[src/gcd_params.svh]
// Register map, field positions, reset values and function codes.
`ifndef GCD_PARAMS_SVH
`define GCD_PARAMS_SVH
`define GCD_SYS_IDX 10'h149
`define GCD_ASYNC_IDX 10'h14a
`define GCD_LOOP1_IDX 10'h18a
`define GCD_LOOP2_IDX 10'h1aa
`define GCD_LOOP3_IDX 10'h1ca
`define GCD_STAT_IDX 10'h200
`define GCD_MASK_IDX 10'h201
`define GCD_LEVEL_IDX 10'h202
`define GCD_PIN_IDX 10'h210
`define GCD_LOOP_EN_BIT 0
`define GCD_LOOP_DIV_LSB 1
`define GCD_LOOP_DIV_MSB 7
`define GCD_OUT_EN_BIT 15
`define GCD_OUT_DIV_LSB 3
`define GCD_OUT_DIV_MSB 7
`define GCD_OUT_SEL_LSB 0
`define GCD_OUT_SEL_MSB 2
`define GCD_LOOP_RST 16'h000c
`define GCD_OUT_RST 16'h0000
`define GCD_LOOP_WMASK 16'h00ff
`define GCD_OUT_WMASK 16'h80ff
`define GCD_PIN_WMASK 16'h01ff
`define GCD_LOOP_DIV_MIN 7'h06
`define GCD_FN_LOOP1_CLK 9'h010
`define GCD_FN_LOOP2_CLK 9'h011
`define GCD_FN_LOOP3_CLK 9'h012
`define GCD_FN_LOOP1_LOCK 9'h018
`define GCD_FN_LOOP2_LOCK 9'h019
`define GCD_FN_LOOP3_LOCK 9'h01a
`define GCD_FN_SYS_CLK 9'h040
`define GCD_FN_ASYNC_CLK 9'h041
`define GCD_RATE_44K 2'h1
`define GCD_RESP_OKAY 2'h0
`define GCD_RESP_SLVERR 2'h2
`endif

[src/gcd_pkg.sv]
// Shared types for the clock output block.
package gcd_pkg;
	typedef logic [15:0] gcd_reg_t;
	typedef logic [8:0] gcd_fn_t;
	typedef logic [1:0] gcd_resp_t;
	typedef logic [11:0] gcd_addr_t;
endpackage

[src/gcd_div_if.sv]
// Connection between the register file and one clock divider.
`timescale 1ns/100ps
interface gcd_div_if #(
	parameter int W = 7
) ();
	logic tick;
	logic en;
	logic [W-1:0] div;
	logic clk_out;
	modport ctrl (output tick, output en, output div, input clk_out);
	modport sink (input tick, input en, input div, output clk_out);
endinterface

[src/gcd_top.sv]
// Clock output dividers, lock flag routing and interrupts on AXI4-Lite.
//
// The AXI4-Lite interface to the registers was chosen for this implementation.
`timescale 1ns/100ps
`include "gcd_params.svh"
module gcd_top #(
	parameter int NPINS = 4
) (
	input wire logic clk,
	input wire logic resetn,
	input wire gcd_pkg::gcd_addr_t s_axi_awaddr,
	input wire logic s_axi_awvalid,
	output logic s_axi_awready,
	input wire logic [31:0] s_axi_wdata,
	input wire logic [3:0] s_axi_wstrb,
	input wire logic s_axi_wvalid,
	output logic s_axi_wready,
	output gcd_pkg::gcd_resp_t s_axi_bresp,
	output logic s_axi_bvalid,
	input wire logic s_axi_bready,
	input wire gcd_pkg::gcd_addr_t s_axi_araddr,
	input wire logic s_axi_arvalid,
	output logic s_axi_arready,
	output logic [31:0] s_axi_rdata,
	output gcd_pkg::gcd_resp_t s_axi_rresp,
	output logic s_axi_rvalid,
	input wire logic s_axi_rready,
	input wire logic [2:0] vco_tick,
	input wire logic [2:0] freq_lock,
	input wire logic [3:0] sys_src_tick,
	input wire logic [3:0] sys_src_tick_44k,
	input wire logic [4:0] sys_rate_field,
	input wire logic [3:0] async_src_tick,
	input wire logic [3:0] async_src_tick_44k,
	input wire logic [4:0] async_rate_field,
	output logic [NPINS-1:0] gpio_out,
	output logic [NPINS-1:0] gpio_oe,
	output logic irq
);
	import gcd_pkg::*;
	localparam int NL = 3;
	localparam logic [9:0] LOOP_IDX [NL] = '{`GCD_LOOP1_IDX,
		`GCD_LOOP2_IDX, `GCD_LOOP3_IDX};

	gcd_reg_t loop_ctrl_r [NL];
	gcd_reg_t sys_ctrl_r;
	gcd_reg_t async_ctrl_r;
	gcd_fn_t pin_fn_r [NPINS];
	logic [NL-1:0] status_r;
	logic [NL-1:0] mask_r;
	logic [NL-1:0] evt;
	logic [NL-1:0] clr;
	logic [NL-1:0] loop_clk;
	logic sys_clk;
	logic async_clk;
	logic aw_full_r;
	logic w_full_r;
	logic bvalid_r;
	logic rvalid_r;
	logic [9:0] aw_idx_r;
	logic [31:0] wdata_r;
	logic [3:0] wstrb_r;
	logic [31:0] rdata_r;
	logic [31:0] rd_word;
	gcd_resp_t bresp_r;
	gcd_resp_t rresp_r;
	logic [NPINS-1:0] route_oe;
	logic [NPINS-1:0] route_val;
	logic [NPINS-1:0] gpio_out_r;
	logic [NPINS-1:0] gpio_oe_r;

	function automatic gcd_reg_t merge(gcd_reg_t old, logic [31:0] d,
		logic [3:0] s, gcd_reg_t m);
		gcd_reg_t n;
		n = old;
		if (s[0]) begin
			n[7:0] = d[7:0];
		end
		if (s[1]) begin
			n[15:8] = d[15:8];
		end
		return n & m;
	endfunction

	function automatic logic mapped(logic [9:0] idx);
		logic hit;
		hit = (idx == `GCD_SYS_IDX) || (idx == `GCD_ASYNC_IDX) ||
			(idx == `GCD_LOOP1_IDX) || (idx == `GCD_LOOP2_IDX) ||
			(idx == `GCD_LOOP3_IDX) || (idx == `GCD_STAT_IDX) ||
			(idx == `GCD_MASK_IDX) || (idx == `GCD_LEVEL_IDX);
		return hit || (idx >= `GCD_PIN_IDX &&
			idx < 10'(`GCD_PIN_IDX + NPINS));
	endfunction

	// Reserved select codes give no tick, so the output simply stalls.
	function automatic logic pick_tick(logic [2:0] sel, logic [4:0] rate,
		logic [3:0] base, logic [3:0] k44);
		logic [3:0] src;
		src = (rate[4:3] == `GCD_RATE_44K) ? k44 : base;
		return sel[2] ? 1'b0 : src[sel[1:0]];
	endfunction

	function automatic logic [1:0] pin_route(gcd_fn_t fn, logic [2:0] lc,
		logic [2:0] lk, logic sc, logic ac);
		logic [1:0] r;
		r = 2'h0;
		if (fn == `GCD_FN_LOOP1_CLK) begin
			r = {1'b1, lc[0]};
		end else if (fn == `GCD_FN_LOOP2_CLK) begin
			r = {1'b1, lc[1]};
		end else if (fn == `GCD_FN_LOOP3_CLK) begin
			r = {1'b1, lc[2]};
		end else if (fn == `GCD_FN_LOOP1_LOCK) begin
			r = {1'b1, lk[0]};
		end else if (fn == `GCD_FN_LOOP2_LOCK) begin
			r = {1'b1, lk[1]};
		end else if (fn == `GCD_FN_LOOP3_LOCK) begin
			r = {1'b1, lk[2]};
		end else if (fn == `GCD_FN_SYS_CLK) begin
			r = {1'b1, sc};
		end else if (fn == `GCD_FN_ASYNC_CLK) begin
			r = {1'b1, ac};
		end
		return r;
	endfunction

	// Bus channel handshakes; one write and one read in flight at most.
	logic aw_go;
	logic w_go;
	logic wr_go;
	logic ar_go;
	logic [9:0] ar_idx;
	assign s_axi_awready = !aw_full_r && !bvalid_r;
	assign s_axi_wready = !w_full_r && !bvalid_r;
	assign s_axi_arready = !rvalid_r;
	assign aw_go = s_axi_awvalid && s_axi_awready;
	assign w_go = s_axi_wvalid && s_axi_wready;
	assign wr_go = aw_full_r && w_full_r;
	assign ar_go = s_axi_arvalid && s_axi_arready;
	assign ar_idx = s_axi_araddr[11:2];

	always_ff @(posedge clk or negedge resetn) begin
		if (!resetn) begin
			aw_full_r <= 1'b0;
			w_full_r <= 1'b0;
			bvalid_r <= 1'b0;
			aw_idx_r <= '0;
			wdata_r <= '0;
			wstrb_r <= '0;
			bresp_r <= `GCD_RESP_OKAY;
		end else begin
			if (aw_go) begin
				aw_full_r <= 1'b1;
				aw_idx_r <= s_axi_awaddr[11:2];
			end else if (wr_go) begin
				aw_full_r <= 1'b0;
			end
			if (w_go) begin
				w_full_r <= 1'b1;
				wdata_r <= s_axi_wdata;
				wstrb_r <= s_axi_wstrb;
			end else if (wr_go) begin
				w_full_r <= 1'b0;
			end
			if (wr_go) begin
				bvalid_r <= 1'b1;
				bresp_r <= mapped(aw_idx_r) ? `GCD_RESP_OKAY
					: `GCD_RESP_SLVERR;
			end else if (s_axi_bready) begin
				bvalid_r <= 1'b0;
			end
		end
	end

	always_ff @(posedge clk or negedge resetn) begin
		if (!resetn) begin
			rvalid_r <= 1'b0;
			rdata_r <= '0;
			rresp_r <= `GCD_RESP_OKAY;
		end else if (ar_go) begin
			rvalid_r <= 1'b1;
			rdata_r <= rd_word;
			rresp_r <= mapped(ar_idx) ? `GCD_RESP_OKAY : `GCD_RESP_SLVERR;
		end else if (s_axi_rready) begin
			rvalid_r <= 1'b0;
		end
	end

	always_comb begin
		rd_word = 32'h0;
		if (ar_idx == `GCD_SYS_IDX) begin
			rd_word = {16'h0, sys_ctrl_r};
		end else if (ar_idx == `GCD_ASYNC_IDX) begin
			rd_word = {16'h0, async_ctrl_r};
		end else if (ar_idx == `GCD_LOOP1_IDX) begin
			rd_word = {16'h0, loop_ctrl_r[0]};
		end else if (ar_idx == `GCD_LOOP2_IDX) begin
			rd_word = {16'h0, loop_ctrl_r[1]};
		end else if (ar_idx == `GCD_LOOP3_IDX) begin
			rd_word = {16'h0, loop_ctrl_r[2]};
		end else if (ar_idx == `GCD_STAT_IDX) begin
			rd_word = {29'h0, status_r};
		end else if (ar_idx == `GCD_MASK_IDX) begin
			rd_word = {29'h0, mask_r};
		end else if (ar_idx == `GCD_LEVEL_IDX) begin
			rd_word = {29'h0, freq_lock};
		end
		for (int p = 0; p < NPINS; p++) begin
			if (ar_idx == 10'(`GCD_PIN_IDX + p)) begin
				rd_word = {23'h0, pin_fn_r[p]};
			end
		end
	end

	// Register writes.
	logic wr_sys;
	logic wr_async;
	logic wr_stat;
	logic wr_mask;
	assign wr_sys = wr_go && (aw_idx_r == `GCD_SYS_IDX);
	assign wr_async = wr_go && (aw_idx_r == `GCD_ASYNC_IDX);
	assign wr_stat = wr_go && (aw_idx_r == `GCD_STAT_IDX);
	assign wr_mask = wr_go && (aw_idx_r == `GCD_MASK_IDX);
	assign clr = (wr_stat && wstrb_r[0]) ? wdata_r[NL-1:0] : '0;

	always_ff @(posedge clk or negedge resetn) begin
		if (!resetn) begin
			sys_ctrl_r <= `GCD_OUT_RST;
			async_ctrl_r <= `GCD_OUT_RST;
			mask_r <= '0;
			status_r <= '0;
		end else begin
			if (wr_sys) begin
				sys_ctrl_r <= merge(sys_ctrl_r, wdata_r, wstrb_r,
					`GCD_OUT_WMASK);
			end
			if (wr_async) begin
				async_ctrl_r <= merge(async_ctrl_r, wdata_r, wstrb_r,
					`GCD_OUT_WMASK);
			end
			if (wr_mask && wstrb_r[0]) begin
				mask_r <= wdata_r[NL-1:0];
			end
			// A new edge wins over a clear in the same cycle.
			status_r <= (status_r & ~clr) | evt;
		end
	end

	assign irq = |(status_r & mask_r);

	gcd_edge #(.N(NL)) u_edge (
		.clk(clk),
		.resetn(resetn),
		.level(freq_lock),
		.evt(evt)
	);

	// Loop dividers only read the VCO tick and never drive the loop.
	gcd_div_if #(.W(7)) loop_if [NL] ();
	for (genvar i = 0; i < NL; i++) begin : g_loop
		logic wr_loop;
		assign wr_loop = wr_go && (aw_idx_r == LOOP_IDX[i]);
		always_ff @(posedge clk or negedge resetn) begin
			if (!resetn) begin
				loop_ctrl_r[i] <= `GCD_LOOP_RST;
			end else if (wr_loop) begin
				loop_ctrl_r[i] <= merge(loop_ctrl_r[i], wdata_r, wstrb_r,
					`GCD_LOOP_WMASK);
			end
		end
		assign loop_if[i].tick = vco_tick[i];
		assign loop_if[i].div =
			loop_ctrl_r[i][`GCD_LOOP_DIV_MSB:`GCD_LOOP_DIV_LSB];
		// Reserved codes below six keep the output off.
		assign loop_if[i].en = loop_ctrl_r[i][`GCD_LOOP_EN_BIT] &&
			(loop_if[i].div >= `GCD_LOOP_DIV_MIN);
		assign loop_clk[i] = loop_if[i].clk_out;
		gcd_div #(.W(7)) u_div (
			.clk(clk),
			.resetn(resetn),
			.d(loop_if[i])
		);
	end

	gcd_div_if #(.W(5)) out_if [2] ();
	assign out_if[0].tick = pick_tick(
		sys_ctrl_r[`GCD_OUT_SEL_MSB:`GCD_OUT_SEL_LSB],
		sys_rate_field, sys_src_tick, sys_src_tick_44k);
	assign out_if[0].div =
		sys_ctrl_r[`GCD_OUT_DIV_MSB:`GCD_OUT_DIV_LSB];
	assign out_if[0].en = sys_ctrl_r[`GCD_OUT_EN_BIT];
	assign out_if[1].tick = pick_tick(
		async_ctrl_r[`GCD_OUT_SEL_MSB:`GCD_OUT_SEL_LSB],
		async_rate_field, async_src_tick, async_src_tick_44k);
	assign out_if[1].div =
		async_ctrl_r[`GCD_OUT_DIV_MSB:`GCD_OUT_DIV_LSB];
	assign out_if[1].en = async_ctrl_r[`GCD_OUT_EN_BIT];
	assign sys_clk = out_if[0].clk_out;
	assign async_clk = out_if[1].clk_out;
	for (genvar k = 0; k < 2; k++) begin : g_out
		gcd_div #(.W(5)) u_div (
			.clk(clk),
			.resetn(resetn),
			.d(out_if[k])
		);
	end

	// Pin function selection; pins with other codes are left undriven.
	for (genvar p = 0; p < NPINS; p++) begin : g_pin
		logic [1:0] r;
		assign r = pin_route(pin_fn_r[p], loop_clk, freq_lock, sys_clk,
			async_clk);
		assign route_oe[p] = r[1];
		assign route_val[p] = r[0];
		always_ff @(posedge clk or negedge resetn) begin
			if (!resetn) begin
				pin_fn_r[p] <= '0;
			end else if (wr_go && aw_idx_r == 10'(`GCD_PIN_IDX + p)) begin
				pin_fn_r[p] <= 9'(merge({7'h0, pin_fn_r[p]}, wdata_r,
					wstrb_r, `GCD_PIN_WMASK));
			end
		end
	end

	always_ff @(posedge clk or negedge resetn) begin
		if (!resetn) begin
			gpio_out_r <= '0;
			gpio_oe_r <= '0;
		end else begin
			gpio_out_r <= route_val;
			gpio_oe_r <= route_oe;
		end
	end

	assign gpio_out = gpio_out_r;
	assign gpio_oe = gpio_oe_r;
	assign s_axi_bvalid = bvalid_r;
	assign s_axi_bresp = bresp_r;
	assign s_axi_rvalid = rvalid_r;
	assign s_axi_rdata = rdata_r;
	assign s_axi_rresp = rresp_r;
endmodule

[src/gcd_div.sv]
// Glitch-free programmable divider stepped by a source tick.
`timescale 1ns/100ps
module gcd_div #(
	parameter int W = 7
) (
	input wire logic clk,
	input wire logic resetn,
	gcd_div_if.sink d
);
	import gcd_pkg::*;
	logic [W-1:0] cnt_r;
	logic [W-1:0] div_r;
	logic [W-1:0] cnt_nxt;
	logic [W-1:0] div_nxt;
	logic en_r;
	logic out_r;
	logic wrap;
	logic en_nxt;
	logic out_nxt;

	// Settings are taken only where a period ends, so no runt can appear.
	assign wrap = !en_r || (cnt_r == W'(div_r - 1'b1));
	assign en_nxt = wrap ? (d.en && d.div >= W'(2)) : en_r;
	assign div_nxt = wrap ? d.div : div_r;
	assign cnt_nxt = wrap ? '0 : W'(cnt_r + 1'b1);
	// Odd ratios give a high phase one tick shorter than the low phase.
	assign out_nxt = en_nxt && (cnt_nxt < (div_nxt >> 1));

	always_ff @(posedge clk or negedge resetn) begin
		if (!resetn) begin
			cnt_r <= '0;
			div_r <= '0;
			en_r <= 1'b0;
			out_r <= 1'b0;
		end else if (d.tick) begin
			cnt_r <= cnt_nxt;
			div_r <= div_nxt;
			en_r <= en_nxt;
			out_r <= out_nxt;
		end
	end

	assign d.clk_out = out_r;
endmodule

[src/gcd_edge.sv]
// Both-edge event detector for the loop lock flags.
`timescale 1ns/100ps
module gcd_edge #(
	parameter int N = 3
) (
	input wire logic clk,
	input wire logic resetn,
	input wire logic [N-1:0] level,
	output logic [N-1:0] evt
);
	import gcd_pkg::*;
	logic [N-1:0] lvl_r;
	logic primed_r;

	// The first sample after reset only primes, so a flag already high
	// at release is not taken for an edge.
	always_ff @(posedge clk or negedge resetn) begin
		if (!resetn) begin
			lvl_r <= '0;
			primed_r <= 1'b0;
		end else begin
			lvl_r <= level;
			primed_r <= 1'b1;
		end
	end

	assign evt = primed_r ? (level ^ lvl_r) : '0;
endmodule

[config.mk]
export PLATFORM = sky130hd
export DESIGN_NAME = gcd_top
export DESIGN_NICKNAME = d
export VERILOG_FILES = /design/src/gcd_pkg.sv /design/src/gcd_div_if.sv /design/src/gcd_top.sv /design/src/gcd_div.sv /design/src/gcd_edge.sv
export VERILOG_INCLUDE_DIRS = /design/src
export SDC_FILE = /design/constraint.sdc
export NUM_CORES = 1
export LEC_CHECK = 0
export ABC_AREA = 1
export BUFFER_PORTS_ARGS = -buffer_cell sky130_fd_sc_hd__buf_4
export CAP_MARGIN = 20
export CORE_UTILIZATION = 35
export CTS_CLUSTER_SIZE = 40
export DETAILED_ROUTE_END_ITERATION = 12
export PLACE_DENSITY_LB_ADDON = 0.08
export SYNTH_ARGS = -nofsm -noshare
export SYNTH_HDL_FRONTEND = slang
export SYNTH_SLANG_ARGS = --single-unit
[constraint.sdc]
create_clock -name clk -period 3.15 [get_ports clk]
set_clock_uncertainty 0.2 [all_clocks]
set_input_delay 0.4725 -clock clk [delete_from_list [all_inputs] [get_ports clk]]
set_output_delay 0.4725 -clock clk [all_outputs]
set_load 0.01 [all_outputs]
Word-level counts from Yosys, hierarchy flattened
Cells that the tools add are included. Widths: inputs -> output; s select.

Flip-flop bits (word level): 236. Input port bits: 99. Output and inout bits: 50. Logic and storage cells: 320.

Add/subtract/negate cells: 10. $lt $le $gt $ge: 19. Eq/ne operators: 63. Muxes and demuxes: 78. Bitwise operators: 5. Reductions and logical operators: 89.

Operators by type and width (count): $eq 9x5->1 const B (24); $mux 32 (5); $eq 10x10->1 const B (14); $eq 10x9->1 const B (10); $eq 9x7->1 const B (8); $mux 2 (34); $mux 7 (6); $reduce_and 2->1 (20); $logic_and 1x1->1 (34); $mux 8 (3); $add 7x1->7 const B (3); $eq 7x7->1 (3); $ge 7x2->1 const B (3); $ge 7x3->1 const B (3); $logic_or 1x1->1 (21); $lt 7x6->1 (3); $sub 7x1->7 const B (3); $ge 10x10->1 const B (2); $lt 10x10->1 const B (2); $mux 5 (4); $mux 1 (16); $mux 16 (1); $mux 3 (5); $add 5x1->5 const B (2); other kinds (15) (35).

Longest topological paths before layout
Gate-level depths: netlist (run 1).

Depth after elaboration: 13. Depth in mapped cells: 24.

By module
From an unflattened synthesis (run 1), not the netlist that was laid out.

Cells, all modules: 1784. Area, all modules: 12841.1 µm².

By module, submodules not included: gcd_top (instances 1, cells an instance 938, area an instance 7099.3 µm²); gcd_div at g_loop[0].u_div ... (instances 3, cells an instance 193, area an instance 1266.2 µm²); gcd_div at g_out[0].u_div ... (instances 2, cells an instance 125, area an instance 897.1 µm²); gcd_edge (instances 1, cells an instance 17, area an instance 148.9 µm²).

Least setup slack after synthesis (run 1)
OpenSTA, ideal clock, no wires.

Path kind: flip-flop to flip-flop. From: register g_loop[1].u_div.div_r[0]. To: register g_loop[1].u_div.out_r. Arrival: 2.405 ns. Data required time: 2.885 ns. Path slack: 0.479 ns. Stages on the path, launching flop included: 19. Clock period less this slack: 2.671 ns. Cells stage by stage: dfrtp_1 inv_1 ha_1 xor2_1 nand2_1 nor2_1 nand2_1 nor2_1 nand3_2 nand2_2 buf_6 buf_2 o21ai_0 ha_1 a21oi_1 o211ai_1 inv_1 nand4_1 nand2_1.

Word-level cells in the longest chain between the ends: 6.

RTL lines: start, declared (line gcd_div.sv:12) `logic [W-1:0] div_r;`; start signal, assigned (line gcd_div.sv:37) `div_r <= div_nxt;`; $sub 7x1->7 * (line gcd_div.sv:22) `assign wrap = !en_r || (cnt_r == W'(div_r - 1'b1));`; $eq 7x7->1 * (line gcd_div.sv:22); $logic_or 1x1->1 * (line gcd_div.sv:22); $mux 7, on equally long branches (line gcd_div.sv:25, gcd_div.sv:24); $lt 7x6->1 (line gcd_div.sv:27) `assign out_nxt = en_nxt && (cnt_nxt < (div_nxt >> 1));`; $logic_and 1x1->1 * (line gcd_div.sv:27); end signal, assigned (line gcd_div.sv:39) `out_r <= out_nxt;`; end, declared (line gcd_div.sv:16) `logic out_r;`.

Every way passes the cells marked *; elsewhere a longest branch is shown, timed or not. A chain may end at the register's enable or synchronous reset.

Worst setup path in the final report (run 1)
From: register g_loop[1].u_div.div_r[0]. To: register g_loop[1].u_div.out_r.

Word-level cells in the longest chain between the ends: 6.

RTL lines: $sub 7x1->7 (line gcd_div.sv:22); $eq 7x7->1 (line gcd_div.sv:22); $logic_or 1x1->1 (line gcd_div.sv:22); $mux 7 (line gcd_div.sv:25) `assign cnt_nxt = wrap ? '0 : W'(cnt_r + 1'b1);`; via g_loop[1].u_div.cnt_nxt[4] (line gcd_div.sv:13) `logic [W-1:0] cnt_nxt;`; $lt 7x6->1 (line gcd_div.sv:27); $logic_and 1x1->1 (line gcd_div.sv:27).

The timed path passes the listed nets, and every way through them passes these cells.

==> flow_metrics.py, run 1 <==
metrics = {
    "worst_setup_path": {
        "family_of_cells_with_the_greatest_summed_delay_on_the_critical_path": "simple AND/OR/NAND/NOR gates",
        "critical_path_class": "register to register",
        "cp_cell_sequence": "inv_1 > ha_1 > xor2_1 > nand2_1 > nor2_1 > nand2_1 > nor2_1 > nand3_2 > nand2_8 > inv_2 > o21ai_1 > a21oi_2 > ha_1 > a21oi_1 > o211ai_1 > inv_1 > nand4_1 > nand2_1",
        "worst-path-max-fanout": 20,
        "timing.critical_path.arrival_ns": 3.13,
        "critPathBufInv": 3,
        "critPathRequiredTime_ns": 3.43,
        "crit_top_cell": "sky130_fd_sc_hd__nand2_1",
        "kind_of_end_point_of_the_critical_path": "register",
        "critical-path-max-stage-delay_ns": 0.39,
        "startpoint_type": "register",
        "slowest_stage_cell_cp": "sky130_fd_sc_hd__dfrtp_1",
    },
    "drt": {
        "routed_via_density": 4.89,
        "routed-via-count": 10800,
        "drt_iter0_markers": 700,
        "detail_route.first_pass.iterations": 5,
        "totalWireLength_mm": 36.2,
        "detail-route-antenna-nets": 0,
        "drcViolationCount": 0,
        "drt-wirelength-per-cell_um": 16.3,
    },
    "sta": {
        "final-max-slew-violation-count": 0,
        "finalSetupViolations": 0,
        "rsz0062_at_grt": "true",
        "timing.final.crit_period_ns": 2.85,
        "timing.fmax_ghz": 0.351,
        "setup_ws_ns": 0.297,
        "maxSlewHeadroom": 0.417,
        "tightestPinTransition_ns": 0.872,
        "final.hold.worst_slack_ns": 0.0241,
        "hold_viol": 0,
        "min_period_over_period": 0.906,
    },
    "global_route": {
        "maximum_number_of_pins_on_one_net_before_global_route_repair": 62,
        "grt.overflow.total": 0,
        "grt_usage": 0.208,
        "first_global_vias": 10500,
        "grt_antenna_before_repair": 0,
        "global_route_wire_length_before_repair_mm": 57.9,
    },
    "synthesis": {
        "synth_largest_type_area_fraction": 0.412,
        "synth_area_leader_cell": "sky130_fd_sc_hd__dfrtp_1",
        "most_frequently_used_cell_type_in_the_post_synthesis_netlist": "sky130_fd_sc_hd__nand2_1",
        "synth_sequential_area_ratio": 0.425,
        "yosys_warnings": 0,
        "netlist-cell-type-count": 56,
        "synth_flop_cell": "sky130_fd_sc_hd__dfrtp_1",
        "synth_seq_cells": 206,
        "synthCells": 1629,
        "synth-edff-count": 0,
        "post_synth_instance_area_um2": 12100,
        "ys_top_cells_by_area": "sky130_fd_sc_hd__dfrtp_1 (41%), sky130_fd_sc_hd__nand2_1 (12%), sky130_fd_sc_hd__inv_1 (6.3%)",
        "synth-async-reset-ratio": 1.00,
        "synth_commonest_cells": "sky130_fd_sc_hd__nand2_1 (397), sky130_fd_sc_hd__inv_1 (205), sky130_fd_sc_hd__dfrtp_1 (200)",
        "post_synth.cell_area_avg_um2": 7.45,
    },
    "power": {
        "vdd_drop_max_v": 0.000406,
        "pwr_density_cell_nw_per_um2": 625,
        "report.power.total_mw": 9.06,
        "static-leakage-power_nw": 7.14,
    },
    "clock_tree": {
        "cts_max_path_buffers": 3,
        "tritoncts.num_buffers": 26,
        "clock_insertion_delay_worst_skew_ns": 0.54,
        "worst_setup_hold_path_clk_slew_ns": 0.06,
        "tritoncts": "built",
        "cts.sinks": 206,
        "ctsHtreeMaxLevel": 1,
        "clockRootBuffer": "sky130_fd_sc_hd__clkbuf_16",
    },
    "place": {
        "routabilityCongestion": 0.853,
        "dpl_worst_slack_ns": 0.174,
        "instance_area_after_placement_um2": 13200,
        "portBuffers": 90,
        "dp_hpwl_mm": 26.9,
    },
    "hold_path": {
        "hp-class": "input pin to register",
    },
    "layout": {
        "drive_above_1_share": 0.124,
        "finish.instance_area_um2": 14500,
        "final_net_count": 1880,
        "regArea_um2": 5160,
        "antenna_cells": 0,
        "layout-area-overhead-vs-synth_pct": 19.4,
        "fillers": 3501,
        "multi_input_comb_area_um2": 5930,
    },
    "floorplan": {
        "core_area_um2": 33900,
        "die_w_um": 188,
        "die_area_um2": 35400,
        "starting_density": 0.358,
        "die_height_um": 188,
        "number_of_primary_i_o_pins": 149,
        "fp-row-count": 67,
    },
    "job": {
        "cap_viol_max_count": 0,
    },
    "status": {
        "status": "completed",
    },
}
-- power breakdown --
group	switching (mW)	leakage (nW)	total (mW)	internal (mW)
Sequential	0.368	2.71	3.35	2.98
Clock	1.22	0.481	3.35	2.13
Combinational	1.51	3.95	2.36	0.846
Total	3.10	7.14	9.06	5.96
-- final timing paths --
path	startpoint	endpoint	slack (ns)	cells past startpoint
setup reg to reg	g_loop[1].u_div.div_r[0]	g_loop[1].u_div.d.clk_out	0.30	18
min in group asynchronous	resetn	g_loop[0].u_div.cnt_r[2]	0.28	2
hold reg to reg	wdata_r[4]	loop_ctrl_r[36]	0.27	2
hold / removal	s_axi_wdata[15]	wdata_r[15]	0.02	3
setup / recovery	g_loop[1].u_div.div_r[0]	g_loop[1].u_div.d.clk_out	0.30	18
max in group asynchronous	resetn	loop_ctrl_r[3]	1.74	3
-- cells in the final DEF (no fill, tap or decap), drive strengths merged, types with 4 or more instances in the layout --
cell type | synthesis | final
xnor2 | 15 | 15
nor3 | 33 | 33
nor2 | 172 | 172
inv | 221 | 222
clkbuf | 19 | 37
o2111ai | 5 | 5
a31oi | 6 | 6
o211ai | 4 | 4
o22ai | 6 | 6
nand4 | 45 | 45
nand3 | 93 | 93
dfrtp | 200 | 200
buf | 37 | 101
clkinv | 2 | 7
ha | 31 | 31
conb | 2 | 25
dfstp | 6 | 6
o221ai | 6 | 6
dlygate4sd3 | 0 | 25
bufinv | 0 | 5
a21oi | 71 | 71
xor2 | 25 | 25
nor4 | 10 | 10
nand2 | 409 | 409
o21ai | 179 | 179
mux2 | 6 | 6
or2 | 4 | 4
-- flip-flops by register name (all words and copies together), names as in the netlist, 4 cells and up --
signal,flops
async_ctrl_r,9
g_loop.u_div.div_r,21
g_loop.u_div.cnt_r,21
pin_fn_r,36
s_axi_rdata,10
sys_ctrl_r,9
gpio_out,4
g_out.u_div.div_r,10
g_out.u_div.cnt_r,10
wdata_r,10
aw_idx_r,10
gpio_oe,4
loop_ctrl_r,24
-- tightest hold or removal path, cell delays in order --
cell and delay (ns):
sky130_fd_sc_hd__buf_4 0.08, sky130_fd_sc_hd__nor2_1 0.05, sky130_fd_sc_hd__a21oi_1 0.11
-- cells by family after synthesis --
logic type               share of synthesized area
AO/OA/AOI/OAI                                0.132
XOR/XNOR                                    0.0289
adder cells (fa/ha/maj)                     0.0320
buffers and inverters                       0.0969
flip-flops                                   0.425
multiplexers                               0.00804
other                                     0.000619
AND/OR/NAND/NOR                              0.277
-- per-stage QoR --
stage | std cells | TNS, ns | util
2_1_floorplan | 1652 | 0 | -
4_1_cts | 2214 | 0 | 0.426
6_report | 2218 | 0 | 0.428
5_1_grt | 2218 | -0.00706 | 0.428
3_5_place_dp | 2141 | 0 | 0.390
3_3_place_gp | 2141 | 0 | 0.390
-- routing by layer --
metal  GRT usage  vias to the layer above  routed length [um]
met5           0                        -                   0
met4      0.0478                        0                 699
met3      0.0266                       51                1490
met2       0.355                      197               17200
met1       0.278                     5048               16800
li1            -                     5539                   -
-- layout make-up --
cell class / instances / share of cell area
clock inverters: 11 / 0.0127
repair buffers: 126 / 0.0718
well taps: 448 / 0.0387
inverters: 223 / 0.0577
flip-flops and latches: 206 / 0.356
clock buffers: 37 / 0.0540
multi-input cells: 1167 / 0.409
-- timing repair --
action                                  4_1_cts  5_1_grt
endpoints found under the setup margin        0        4
hold buffers                                 25        0
buffers inserted                              0        4
gates resized for setup                       0        6
endpoints found under the hold margin        73        0
Power figures use the tool's default switching activity.
==> run 2: changes to the inputs <==
CTS_CLUSTER_SIZE = unset   (was 40)
SETUP_SLACK_MARGIN = 0.4   (was unset)
==> flow_metrics.py, run 2 (same netlist as run 1, synthesis figures left out) <==
metrics = {
    "status": {
        "status": "completed",
    },
    "hold_path": {
        "hp-class": "input pin to register",
    },
    "worst_setup_path": {
        "critPathBufInv": 3,
        "critPathRequiredTime_ns": 3.38,
        "crit_top_cell": "sky130_fd_sc_hd__nand2_1",
        "cp_cell_sequence": "inv_2 > ha_4 > xor2_1 > nand2_1 > nor2_1 > nand2_1 > nor2_2 > nand3_4 > buf_6 > nand2_8 > nand2_1 > o21ai_1 > ha_2 > a21oi_2 > o211ai_1 > inv_1 > nand4_1 > nand2_1",
        "worst-path-max-fanout": 10,
        "startpoint_type": "register",
        "critical-path-max-stage-delay_ns": 0.38,
        "slowest_stage_cell_cp": "sky130_fd_sc_hd__dfrtp_1",
        "kind_of_end_point_of_the_critical_path": "register",
        "timing.critical_path.arrival_ns": 2.93,
        "family_of_cells_with_the_greatest_summed_delay_on_the_critical_path": "simple AND/OR/NAND/NOR gates",
        "critical_path_class": "register to register",
    },
    "drt": {
        "detail_route.first_pass.iterations": 5,
        "detail-route-antenna-nets": 0,
        "totalWireLength_mm": 36.8,
        "drcViolationCount": 0,
        "drt-wirelength-per-cell_um": 16.3,
        "routed-via-count": 11000,
        "drt_iter0_markers": 701,
        "routed_via_density": 4.89,
    },
    "sta": {
        "final-max-slew-violation-count": 0,
        "maxSlewHeadroom": 0.413,
        "tightestPinTransition_ns": 0.878,
        "rsz0062_at_grt": "true",
        "finalSetupViolations": 0,
        "timing.fmax_ghz": 0.371,
        "final.hold.worst_slack_ns": 0.0235,
        "hold_viol": 0,
        "timing.final.crit_period_ns": 2.70,
        "min_period_over_period": 0.857,
        "totalNegativeSetupSlack_ns": 0,
    },
    "layout": {
        "layout.cells.most_common_list": "sky130_fd_sc_hd__nand2_1 (395), sky130_fd_sc_hd__dfrtp_1 (200), sky130_fd_sc_hd__inv_1 (196), sky130_fd_sc_hd__nor2_1 (160), sky130_fd_sc_hd__o21ai_0 (135)",
        "layout-area-overhead-vs-synth_pct": 23.2,
        "fillers": 3468,
        "antenna_cells": 0,
        "multi_input_comb_area_um2": 6080,
        "postLayoutCoreUtil": 0.441,
        "layout_commonest_cell": "sky130_fd_sc_hd__nand2_1",
        "largest_register_ffs": 36,
        "drive_above_1_share": 0.160,
        "largest-register": "pin_fn_r",
        "regArea_um2": 5160,
        "largest_registers": "pin_fn_r: 36 flops, loop_ctrl_r: 24 flops",
        "final_net_count": 1915,
        "finish.instance_area_um2": 15000,
    },
    "floorplan": {
        "starting_density": 0.358,
        "fp-row-count": 67,
        "die_area_um2": 35400,
        "die_w_um": 188,
        "core_area_um2": 33900,
        "number_of_primary_i_o_pins": 149,
        "die_height_um": 188,
    },
    "global_route": {
        "maximum_number_of_pins_on_one_net_before_global_route_repair": 62,
        "first_global_vias": 10600,
        "grt.overflow.total": 0,
        "global_route_wire_length_before_repair_mm": 58.4,
        "grt_usage": 0.209,
        "grt_antenna_before_repair": 0,
    },
    "clock_tree": {
        "tritoncts": "built",
        "tritoncts.num_buffers": 26,
        "ctsHtreeMaxLevel": 1,
        "clock_insertion_delay_worst_skew_ns": 0.54,
        "worst_setup_hold_path_clk_slew_ns": 0.06,
        "cts_max_path_buffers": 3,
        "clockRootBuffer": "sky130_fd_sc_hd__clkbuf_16",
        "cts.sinks": 206,
    },
    "place": {
        "routabilityCongestion": 0.853,
        "portBuffers": 90,
        "dp_hpwl_mm": 26.9,
        "instance_area_after_placement_um2": 13200,
    },
    "power": {
        "static-leakage-power_nw": 7.35,
        "vdd_drop_max_v": 0.000405,
        "pwr_density_cell_nw_per_um2": 623,
        "report.power.total_mw": 9.31,
    },
    "job": {
        "cap_viol_max_count": 0,
    },
}
run 2: path summary, 6_finish.rpt:
check,start,cells past startpoint,to,slack (ns)
worst max-delay path,g_loop[1].u_div.div_r[1],18,g_loop[1].u_div.d.clk_out,0.45
worst min-delay path,s_axi_wdata[15],3,wdata_r[15],0.02
worst max register to register,g_loop[1].u_div.div_r[1],18,g_loop[1].u_div.d.clk_out,0.45
worst min register to register,wdata_r[4],2,loop_ctrl_r[36],0.27
max in group asynchronous,resetn,3,loop_ctrl_r[2],1.74
min in group asynchronous,resetn,2,g_loop[0].u_div.cnt_r[2],0.27
run 2: worst register-to-register path, delay by kind of cell, from the launching register on:
| family | cells | cell delay, ns |
|---|---|---|
| simple gates | 9 | 0.81 |
| fa+ha+maj | 2 | 0.43 |
| buf+inv | 3 | 0.30 |
| flops | 1 | 0.38 |
| xor+xnor | 1 | 0.15 |
| compound gates | 3 | 0.33 |
run 2: where the power goes:
part           switching, mW  total [mW]  internal [mW]
Sequential             0.381        3.36           2.98
Clock                   1.23        3.36           2.13
Combinational           1.60        2.59          0.983
run 2: routing by layer:
layer	global-route usage	up-vias	wire, um
met1	0.280	5171	17100
met5	0	-	0
met3	0.0266	47	1440
met2	0.358	197	17600
li1	-	5601	-
met4	0.0482	0	678
run 2: stage by stage:
step,setup slack (ns),instances
6_report,0.451,2253
3_5_place_dp,0.174,2141
3_3_place_gp,0.208,2141
5_1_grt,0.276,2253
2_1_floorplan,0.479,1652
4_1_cts,0.381,2234
run 2: area by class of cell:
cell class                      count  share of cell area
Multi-Input combinational cell   1168               0.407
Sequential cell                   206               0.345
Timing Repair Buffer              160              0.0894
Inverter                          223              0.0563
Clock buffer                       37              0.0524
Tap cell                          448              0.0375
Clock inverter                     11              0.0123
run 2: what timing repair did:
item,in CTS,in global routing
endpoints found under the setup margin,4,5
buffers inserted,19,19
pin swaps,19,47
gates cloned,1,0
resized for setup,27,39
hold buffers,25,0
endpoints found under the hold margin,73,0
